[config.mk]
export PLATFORM = sky130hd
export DESIGN_NAME = hpp_dev_flat
export DESIGN_NICKNAME = d
export VERILOG_FILES = /design/src/inc/hpp_pkg.sv /design/src/inc/hpp_if.sv /design/src/rtl/hpp_addr_latch.sv /design/src/rtl/hpp_dev.sv /design/src/flat_wrapper.sv
export VERILOG_INCLUDE_DIRS = /design/src /design/src/inc
export SDC_FILE = /design/constraint.sdc
export NUM_CORES = 1
export LEC_CHECK = 0
export BUFFER_PORTS_ARGS = -buffer_cell sky130_fd_sc_hd__buf_2
export CAP_MARGIN = 20
export CORE_ASPECT_RATIO = 0.8
export CORE_MARGIN = 5
export CORE_UTILIZATION = 35
export CTS_CLUSTER_DIAMETER = 100
export DETAILED_ROUTE_END_ITERATION = 6
export PLACE_DENSITY_LB_ADDON = 0.3
export SETUP_SLACK_MARGIN = 0.02
export SYNTH_ARGS = -nofsm -noshare
export SYNTH_HDL_FRONTEND = slang
export SYNTH_SLANG_ARGS = --single-unit
[constraint.sdc]
create_clock -name clk -period 19.8 [get_ports clk]
set_input_delay 2.97 -clock clk [delete_from_list [all_inputs] [get_ports clk]]
set_output_delay 2.97 -clock clk [all_outputs]
set_load 0.005 [all_outputs]
[src/inc/hpp_defines.svh]
// constants for the parallel host port address and control block
`ifndef HPP_DEFINES_SVH
`define HPP_DEFINES_SVH
`define HPP_AW          5
`define HPP_DW          8
`define HPP_NREG        32
`define HPP_ADDR_ZERO   5'h00
`define HPP_DATA_ZERO   8'h00
`define HPP_WAIT_CYC    3'h2
`define HPP_ONE3        3'h1
`define HPP_ZERO3       3'h0
`endif

[src/inc/hpp_pkg.sv]
// types for the parallel host port
package hpp_pkg;
	typedef enum logic [1:0] {
		STYLE_DIRECT  = 2'h0,
		STYLE_MUX_ALE = 2'h1,
		STYLE_STROBE  = 2'h2,
		STYLE_HWCTRL  = 2'h3
	} bus_style_t;
	typedef enum logic [2:0] {
		DS_IDLE = 3'h0,
		DS_WAIT = 3'h1,
		DS_ACK  = 3'h2,
		DS_HOLD = 3'h3
	} dev_state_t;
	typedef enum logic [2:0] {
		HS_IDLE = 3'h0,
		HS_ADDR = 3'h1,
		HS_STRB = 3'h2,
		HS_DATA = 3'h3,
		HS_DONE = 3'h4
	} host_state_t;
endpackage

[src/inc/hpp_if.sv]
// pin bundle between host and device ends of the parallel port
`timescale 1ns/1ps
`include "hpp_defines.svh"
interface hpp_if;
	logic [`HPP_AW-1:0] register_address_inputs;
	logic               chip_sel_n;
	logic               addr_latch_en;   // shares pin with strobe
	logic               address_strobe_n;
	logic               data_strobe_n;
	logic               rd_not_wr;
	logic               xfer_ack_n;
	logic [`HPP_DW-1:0] host_data_o;
	logic               host_data_oe;
	logic [`HPP_DW-1:0] dev_data_o;
	logic               dev_data_oe;
	// resolved level of the shared data lines
	logic [`HPP_DW-1:0] host_data_lines;
	assign host_data_lines = host_data_oe ? host_data_o :
		(dev_data_oe ? dev_data_o : `HPP_DATA_ZERO);
	modport host (output register_address_inputs, chip_sel_n, addr_latch_en,
		address_strobe_n, data_strobe_n, rd_not_wr, host_data_o, host_data_oe,
		input xfer_ack_n, host_data_lines);
	modport dev (input register_address_inputs, chip_sel_n, addr_latch_en,
		address_strobe_n, data_strobe_n, rd_not_wr, host_data_o, host_data_oe,
		host_data_lines, output xfer_ack_n, dev_data_o, dev_data_oe);
endinterface

[src/rtl/hpp_addr_latch.sv]
// address capture for the latch-enable bus style; other styles pass the direct address pins
`timescale 1ns/1ps
`include "hpp_defines.svh"
module hpp_addr_latch
	import hpp_pkg::*;
(
	// clock and reset
	input  wire logic               clk,
	input  wire logic               rst,
	// pins
	input  wire bus_style_t         style,
	input  wire logic [`HPP_AW-1:0] direct_addr,
	input  wire logic [`HPP_DW-1:0] lines,
	input  wire logic               ale,
	// captured address
	output logic [`HPP_AW-1:0]      addr
);
	logic [`HPP_AW-1:0] lat_q;
	logic [`HPP_AW-1:0] lat_d;

	// next latched address; follows lines while ale is high
	always_comb begin
		lat_d = lat_q;
		// value at falling ale edge kept
		// the host swaps lines to data as ale drops, so sample before the fall
		if (ale)
			lat_d = lines[`HPP_AW-1:0];
	end

	always_ff @(posedge clk or posedge rst) begin
		if (rst) begin
			lat_q <= `HPP_ADDR_ZERO;
		end else begin
			lat_q <= lat_d;
		end
	end

	// mux styles use latched low bits
	assign addr = (style == STYLE_MUX_ALE) ? lat_q : direct_addr;
endmodule

[src/rtl/hpp_dev.sv]
// device end: address capture, register file, acknowledge
// Functional notes
// - host puts address on direct pins
// - muxed bus ties address pins to lines
// - address pins low in hardware mode
// - acknowledge low marks valid read data
// - acknowledge low marks write accepted
// - wait states only for back-to-back write
// - address latched on ale falling edge
// - ale held low in hardware mode
// - low address strobe marks valid address
// - address strobe low in hardware mode
// - muxed lines carry data and address
// - data lines bidirectional, direction by access
// - ignore bus while chip select high
// - data strobe times each transfer
`timescale 1ns/1ps
`include "hpp_defines.svh"
module hpp_dev
	import hpp_pkg::*;
(
	// clock and reset
	input  wire logic               clk,
	input  wire logic               rst,
	// user side
	input  wire bus_style_t         style,
	output logic                    wr_pulse,
	output logic [`HPP_AW-1:0]      wr_addr,
	output logic [`HPP_DW-1:0]      wr_data,
	// pins
	hpp_if.dev                      bus
);
	// ----------------------------------------
	// address capture
	// ----------------------------------------
	logic [`HPP_AW-1:0] addr;

	hpp_addr_latch u_latch (
		.clk         (clk),
		.rst         (rst),
		.style       (style),
		.direct_addr (bus.register_address_inputs),
		.lines       (bus.host_data_lines),
		.ale         (bus.addr_latch_en),
		.addr        (addr)
	);

	// ----------------------------------------
	// access sequencer
	// ----------------------------------------
	dev_state_t         st_q, st_d;
	logic [2:0]         wc_q, wc_d;
	logic               prev_q, prev_d;   // an access just finished
	logic               ack_q, ack_d, oe_q, oe_d, wp_q, wp_d;
	logic [`HPP_DW-1:0] do_q, do_d, wd_q, wd_d;
	logic [`HPP_AW-1:0] wa_q, wa_d;
	logic [`HPP_DW-1:0] regs_q [`HPP_NREG];
	logic               sel, valid_addr;

	// one-hot select of the addressed word
	function automatic logic hit(input logic [`HPP_AW-1:0] a, input int i);
		hit = (a == i[`HPP_AW-1:0]);
	endfunction

	assign sel = !bus.chip_sel_n && style != STYLE_HWCTRL;
	// strobe style needs low address strobe
	assign valid_addr = (style != STYLE_STROBE) || !bus.address_strobe_n;

	always_comb begin
		st_d = st_q; wc_d = wc_q; prev_d = prev_q; ack_d = ack_q;
		oe_d = oe_q; do_d = do_q; wp_d = 1'b0; wd_d = wd_q; wa_d = wa_q;
		unique case (st_q)
			DS_IDLE: begin
				if (sel && valid_addr && !bus.data_strobe_n) begin
					wa_d = addr;
					wd_d = bus.host_data_lines;
					// wait only for write after an access
					if (!bus.rd_not_wr && prev_q) begin
						wc_d = `HPP_WAIT_CYC;
						st_d = DS_WAIT;
					end else
						st_d = DS_ACK;
				end else if (!sel)
					prev_d = 1'b0;
			end
			DS_WAIT: begin
				wc_d = wc_q - `HPP_ONE3;
				if (wc_q == `HPP_ONE3)
					st_d = DS_ACK;
			end
			DS_ACK: begin
				if (bus.rd_not_wr) begin
					do_d = regs_q[wa_q];
					oe_d = 1'b1;
				end else
					wp_d = 1'b1;
				ack_d = 1'b0;
				st_d = DS_HOLD;
			end
			DS_HOLD: begin
				if (bus.data_strobe_n || bus.chip_sel_n) begin
					ack_d = 1'b1; oe_d = 1'b0; prev_d = 1'b1;
					st_d = DS_IDLE;
				end
			end
			default: st_d = DS_IDLE;
		endcase
	end

	always_ff @(posedge clk or posedge rst) begin
		if (rst) begin
			st_q <= DS_IDLE; wc_q <= `HPP_ZERO3; prev_q <= 1'b0;
			ack_q <= 1'b1; oe_q <= 1'b0; do_q <= `HPP_DATA_ZERO;
			wp_q <= 1'b0; wd_q <= `HPP_DATA_ZERO; wa_q <= `HPP_ADDR_ZERO;
		end else begin
			st_q <= st_d; wc_q <= wc_d; prev_q <= prev_d; ack_q <= ack_d;
			oe_q <= oe_d; do_q <= do_d; wp_q <= wp_d; wd_q <= wd_d;
			wa_q <= wa_d;
		end
	end

	// ----------------------------------------
	// register storage
	// ----------------------------------------
	genvar gi;
	generate
		for (gi = 0; gi < `HPP_NREG; gi++) begin : g_reg
			logic [`HPP_DW-1:0] r_d;
			always_comb begin
				r_d = regs_q[gi];
				if (wp_d && hit(wa_q, gi))
					r_d = wd_q;
			end
			always_ff @(posedge clk or posedge rst) begin
				if (rst)
					regs_q[gi] <= `HPP_DATA_ZERO;
				else
					regs_q[gi] <= r_d;
			end
		end
	endgenerate

	assign bus.xfer_ack_n  = ack_q;
	assign bus.dev_data_o  = do_q;
	assign bus.dev_data_oe = oe_q;
	assign wr_pulse = wp_q;
	assign wr_addr  = wa_q;
	assign wr_data  = wd_q;
endmodule

[src/flat_wrapper.sv]
// flat-port wrapper written by rule: the top's interface ports become plain ports
module hpp_dev_flat import hpp_pkg::*;
  (clk, rst, style, wr_pulse, wr_addr, wr_data, bus_register_address_inputs, bus_chip_sel_n, bus_addr_latch_en, bus_address_strobe_n, bus_data_strobe_n, bus_rd_not_wr, bus_host_data_o, bus_host_data_oe, bus_xfer_ack_n, bus_dev_data_o, bus_dev_data_oe);
  hpp_if bus_i ();
  input  wire logic clk;
  input  wire logic rst;
  input  wire bus_style_t style;
  output logic wr_pulse;
  output logic [`HPP_AW-1:0] wr_addr;
  output logic [`HPP_DW-1:0] wr_data;
  input wire logic [$bits(bus_i.register_address_inputs)-1:0] bus_register_address_inputs;
  input wire logic [$bits(bus_i.chip_sel_n)-1:0] bus_chip_sel_n;
  input wire logic [$bits(bus_i.addr_latch_en)-1:0] bus_addr_latch_en;
  input wire logic [$bits(bus_i.address_strobe_n)-1:0] bus_address_strobe_n;
  input wire logic [$bits(bus_i.data_strobe_n)-1:0] bus_data_strobe_n;
  input wire logic [$bits(bus_i.rd_not_wr)-1:0] bus_rd_not_wr;
  input wire logic [$bits(bus_i.host_data_o)-1:0] bus_host_data_o;
  input wire logic [$bits(bus_i.host_data_oe)-1:0] bus_host_data_oe;
  output wire logic [$bits(bus_i.xfer_ack_n)-1:0] bus_xfer_ack_n;
  output wire logic [$bits(bus_i.dev_data_o)-1:0] bus_dev_data_o;
  output wire logic [$bits(bus_i.dev_data_oe)-1:0] bus_dev_data_oe;
  assign bus_i.register_address_inputs = bus_register_address_inputs;
  assign bus_i.chip_sel_n = bus_chip_sel_n;
  assign bus_i.addr_latch_en = bus_addr_latch_en;
  assign bus_i.address_strobe_n = bus_address_strobe_n;
  assign bus_i.data_strobe_n = bus_data_strobe_n;
  assign bus_i.rd_not_wr = bus_rd_not_wr;
  assign bus_i.host_data_o = bus_host_data_o;
  assign bus_i.host_data_oe = bus_host_data_oe;
  assign bus_xfer_ack_n = bus_i.xfer_ack_n;
  assign bus_dev_data_o = bus_i.dev_data_o;
  assign bus_dev_data_oe = bus_i.dev_data_oe;
  hpp_dev u_core (.clk(clk), .rst(rst), .style(style), .wr_pulse(wr_pulse), .wr_addr(wr_addr), .wr_data(wr_data), .bus(bus_i));
endmodule
## Yosys cells after proc, flatten, opt, wreduce, memory -nomap -nowiden

Cells that the tools add are included.

| word-level totals | value |
|---|---|
| register bits | 292 |
| output and inout bits | 24 |

| operators by class | value |
|---|---|
| $add $sub $neg | 1 |
| $lt $le $gt $ge | 1 |
| eq/ne operators | 45 |
| muxes and demuxes | 24 |
| bitwise operators | 1 |
| reductions and logical operators | 54 |

Operators by type and width:

| cell | number |
|---|---|
| $eq 5x5->1 const B | 16 |
| $bmux 8 s5 | 1 |
| $eq 5x4->1 const B | 8 |
| $logic_and 1x1->1 | 36 |
| $mux 8 | 4 |
| $eq 5x3->1 const B | 4 |
| $mux 3 | 5 |
| $pmux 3 s4 | 1 |
| $eq 5x2->1 const B | 2 |
| $ne 2x2->1 const B | 5 |
| $reduce_and 3->1 | 3 |
| $ne 2x1->1 const B | 4 |
| $mux 1 | 7 |
| $eq 3x1->1 const B | 2 |
| $eq 3x2->1 const B | 2 |
| $ge 6x6->1 const B | 1 |
| $not 5->6 | 1 |
| $pmux 1 s2 | 3 |
| $pmux 3 s2 | 1 |
| $reduce_and 2->1 | 3 |
| $reduce_bool 2->1 | 3 |
| $eq 5x1->1 const B | 1 |
| $logic_not 5->1 | 1 |
| $mux 5 | 1 |
| other kinds (7) | 11 |

## Depth between registers and ports, before layout

| logic depth | value |
|---|---|
| depth in word-level cells | 6 |
| gate-level depth with buffers | 7 |
| depth with buffers taken out | 6 |

## Hierarchy

A second synthesis with hierarchy kept.

| unflattened totals | value |
|---|---|
| cell total of the unflattened synthesis | 929 |
| area, all modules | 13730.7 um^2 |

Modules (own cells, without submodules):

| module | instances | cells each | area each (um^2) | sequential area each (um^2) |
|---|---|---|---|---|
| hpp_dev | 1 | 898 | 13354.1 | 7158.1 |
| hpp_addr_latch | 1 | 17 | 274.0 | 125.1 |
| hpp_dev_flat | 1 | 14 | 102.6 | 0.0 |

## Least setup slack after synthesis

OpenSTA, ideal clock, no wires.

| path | value |
|---|---|
| kind | input to register |
| start point | input bus_rd_not_wr |
| end point | register u_core.regs_q[240] (netlist bit) |
| data arrival time | 4.397 ns |
| required time | 19.672 ns |
| slack | 15.276 ns |
| stages | 5 |
| cell sequence | buf_2 -> or3b_4 -> nor3b_4 -> nand2_4 -> mux2_1 |

| on the way | value |
|---|---|
| cells in the longest elaborated chain, start to end | 3 |

Ends and longest elaborated chain:

| element | RTL line | text |
|---|---|---|
| start, declared | flat_wrapper.sv:16 | `input wire logic [$bits(bus_i.rd_not_wr)-1:0] bus_rd_not_wr;` |
| $mux 1 | hpp_dev.sv:92 | `if (bus.rd_not_wr) begin` |
| $mux 1 | hpp_dev.sv:72 | `unique case (st_q)` |
| $logic_and 1x1->1 | hpp_dev.sv:131 | `if (wp_d && hit(wa_q, gi))` |
| end signal, assigned by index | hpp_dev.sv:136 | `` regs_q[gi] <= `HPP_DATA_ZERO; `` |
| end signal, assigned by index | hpp_dev.sv:138 | `regs_q[gi] <= r_d;` |
| end, declared | hpp_dev.sv:57 | `` logic [`HPP_DW-1:0] regs_q [`HPP_NREG]; `` |

No other way between the ends.
A chain may end at the register's enable or synchronous reset.

## Worst setup path after layout

| path | value |
|---|---|
| start point | register u_core.wa_q[4], in the netlist u_core.wr_addr[4] |
| end point | output wr_addr[4] |

RTL lines:

| element | RTL line | text |
|---|---|---|
| start, declared | hpp_dev.sv:56 | `` logic [`HPP_AW-1:0] wa_q, wa_d; `` |
| start signal, assigned | hpp_dev.sv:118 | `wa_q <= wa_d;` |
| end, declared | flat_wrapper.sv:9 | `` output logic [`HPP_AW-1:0] wr_addr; `` |

No word-level cell between the ends.

==> impl_metrics.ini <==
[timing]
finalHoldViolCount = 0
rsz0062_at_grt = false
tightest_slew_ps = 1090
slew_headroom_pct = 27.6
min_period_ps = 4500
fin_skew_ps = 8.83
hold-worst-slack_ps = 490
max_freq_mhz = 222
setup_tns_ps = 0
slew_viol_final = 0
finalCritPeriodShare_pct = 22.7
setup_viol = 0

[yosys]
netlist_area_um2 = 13600
ys_ff_latch = 291
syn_inst = 963
synthFlopType = dfrtp_1
synth_cell_type_count = 41
async_reset_ff_share_pct = 100
ys_warn_count = 0
avgSynthCellArea_um2 = 14.1
synth.yosys.seq_area_share_pct = 53.7
synthesis.nets = 992
synth_edf_count = 0

[clock_tree]
cts_max_path_buffers = 3
cts_root_buffer = clkbuf_16
cts.sink_count = 291
clkLatencyLatePin_ps = 550
cts_hold_buf = 0
cts_setup_buffers = 0
h-tree-depth = 1
tritoncts = built
cts.clk_slew.worst_paths_ps = 60
cts_buffers = 28
post_cts_resized = 0

[placed_design]
place_hpwl_mm = 21.3
io_buffers = 46
gp_congestion = 0.830

[min_path]
hold_path_depth = 2
hold_start = u_core.bus.xfer_ack_n
holdPathEnd = u_core.bus.xfer_ack_n
hp-class = reg -> reg

[layout]
antenna_cells = 0
layout_common_cells = 297 x mux2_2, 286 x dfrtp_1, 58 x nand2_1
drive_gt1_share_pct = 46.9
mostFrequentLayoutCell = mux2_2
nets = 1017
syn_to_final_growth_pct = 12.4

[worst_setup_path]
slowest_delay_ps = 750
cp_top_family = flip-flops
slowest_stage = dfrtp_1
r2r_cells = 5
path_cells = buf_2
worstPathRequired_ps = 16830
start_kind = register
worst-path-buf-inv = 1
endpoint_kind = output pin
rr_startpoint = u_core.wr_addr[1]
crit_type = reg -> out
r2r_slack_ps = 16740
r2r-end = u_core.bus.dev_data_o[7]
cp.arrival_ps = 1530
worstPathMaxFanout = 12

[routing]
first_iter_violations = 487
vias = 7999
wl_mm = 33.5
wl_per_cell_um = 22.3
firstDrtPassIters = 5
drc = 0
vias_per_cell = 5.32
antenna_left = 0

[pwr]
power_frac_seq_pct = 41.0
switchingPower_mw = 0.711
internal_power_mw = 1.41
clkPwrFrac_pct = 27.1
total_leakage_power_nw = 7.27
ir_drop_v = 0.0000763
p_per_area_nw_per_um2 = 139
power_frac_comb_pct = 31.9
switching_share_pct = 33.6

[floorplan]
row_count = 64
num_io_pins = 47
fp.dieH_um = 186
core_um2 = 38300
die-area_um2 = 42800
fp.dieW_um = 230
initial_core_util_pct = 35.4

[grt]
grtUsageTotal_pct = 15.7
grt_pass1_vias = 8158
grt_max_degree = 183
grt_overflow = 0
grt_first_pass_wirelength_mm = 52.4
antenna_found_initial = 0

[status]
status = completed

[job]
cap_violations = 0
layout make-up:
type                       instances  area [um2]
sequential                       291        7290
inverter                           8        37.5
tap                              495         619
clock inverter                     6         105
multi-input combinational        599        5960
fill                            3578       23000
clock buffer                      45         876
timing repair buffer              60         348
worst max-delay path by stage:
stage                       from                        to  slack [ps]  cells after the start
2_1_floorplan                rst  u_core.bus.dev_data_o[0]        8800                      1
3_3_place_gp       bus_rd_not_wr        u_core.regs_q[101]       14940                      5
3_5_place_dp       bus_rd_not_wr         u_core.regs_q[99]       14900                      5
4_1_cts        u_core.wr_addr[4]                wr_addr[4]       15290                      1
5_1_grt        u_core.wr_addr[4]                wr_addr[4]       15250                      1
6_report       u_core.wr_addr[4]                wr_addr[4]       15300                      1
power by group through the flow:
stage	Sequential [mW]	Combinational [mW]	Clock (mW)
2_1_floorplan	0.839	0.495	0
3_3_place_gp	0.873	0.673	0
3_5_place_dp	0.878	0.682	0
4_1_cts	0.868	0.687	0.586
5_1_grt	0.887	0.736	0.611
6_report	0.869	0.677	0.574
metal layers:
metal | vias to the layer above | GRT usage, % | wire length (um)
met5 | - | 0 | 0
met2 | 111 | 22.5 | 14200
met4 | 0 | 2.49 | 480
met1 | 4263 | 25.4 | 17700
li1 | 3592 | - | -
met3 | 33 | 2.68 | 1160
sequential cells by signal, summed over array words and instances, names as in the netlist:
signal                  cells
u_core.bus.dev_data_o       8
u_core.wr_data              8
u_core.wc_q                 3
u_core.u_latch.lat_q        5
u_core.bus.dev_data_oe      1
u_core.regs_q             256
u_core.prev_q               1
u_core.bus.xfer_ack_n       1
u_core.wr_addr              5
u_core.st_q                 2
u_core.wr_pulse             1
stage by stage:
| step | std cells | power, mW | setup slack [ps] | cell area, um2 | utilization, % |
|---|---|---|---|---|---|
| 2_1_floorplan | 963 | 1.33 | 8800 | 13600 | - |
| 3_5_place_dp | 1453 | 1.56 | 14900 | 14300 | 37.2 |
| 4_1_cts | 1504 | 2.14 | 15290 | 15200 | 39.8 |
| 3_3_place_gp | 1453 | 1.55 | 14940 | 14300 | 37.2 |
| 6_report | 1504 | 2.12 | 15300 | 15200 | 39.8 |
| 5_1_grt | 1504 | 2.23 | 15250 | 15200 | 39.8 |
synth_stat cells (all sizes together), types with 3 or more instances:
cell,n,area share (%)
nor2b,4,0.18
nor3b,5,0.51
nand3b,4,0.22
and3,9,0.42
a222oi,8,0.59
a21oi,33,1.2
nand3,3,0.11
and3b,4,0.26
o21ai,19,0.70
o211ai,8,0.44
nand2b,13,0.60
ha,6,0.55
buf,26,0.98
mux2i,23,1.7
mux2,304,25
clkbuf,39,1.1
mux4,40,6.6
nor3,4,0.30
nand2,62,1.9
dfrtp,290,54
o2111ai,8,0.52
nor2,29,1.0
inv,8,0.22
tightest hold or removal path: cells and delay by family, from the launching register on:
family           cells  cell delay, ps
AND/OR/NAND/NOR      1              60
flip-flops           1             370
AO/OA/AOI/OAI        1              60
logic make-up (layout without fill, tap and decap cells):
family	count (synthesis)	in the layout	share of synthesized area, %
buffers and inverters	73	119	2.28
adder cells (fa/ha/maj)	6	6	0.554
flip-flops	291	291	53.7
AND/OR/NAND/NOR	140	140	5.75
AO/OA/AOI/OAI	86	86	4.08
multiplexers	367	367	33.6
Power figures use the tool's default switching activity.
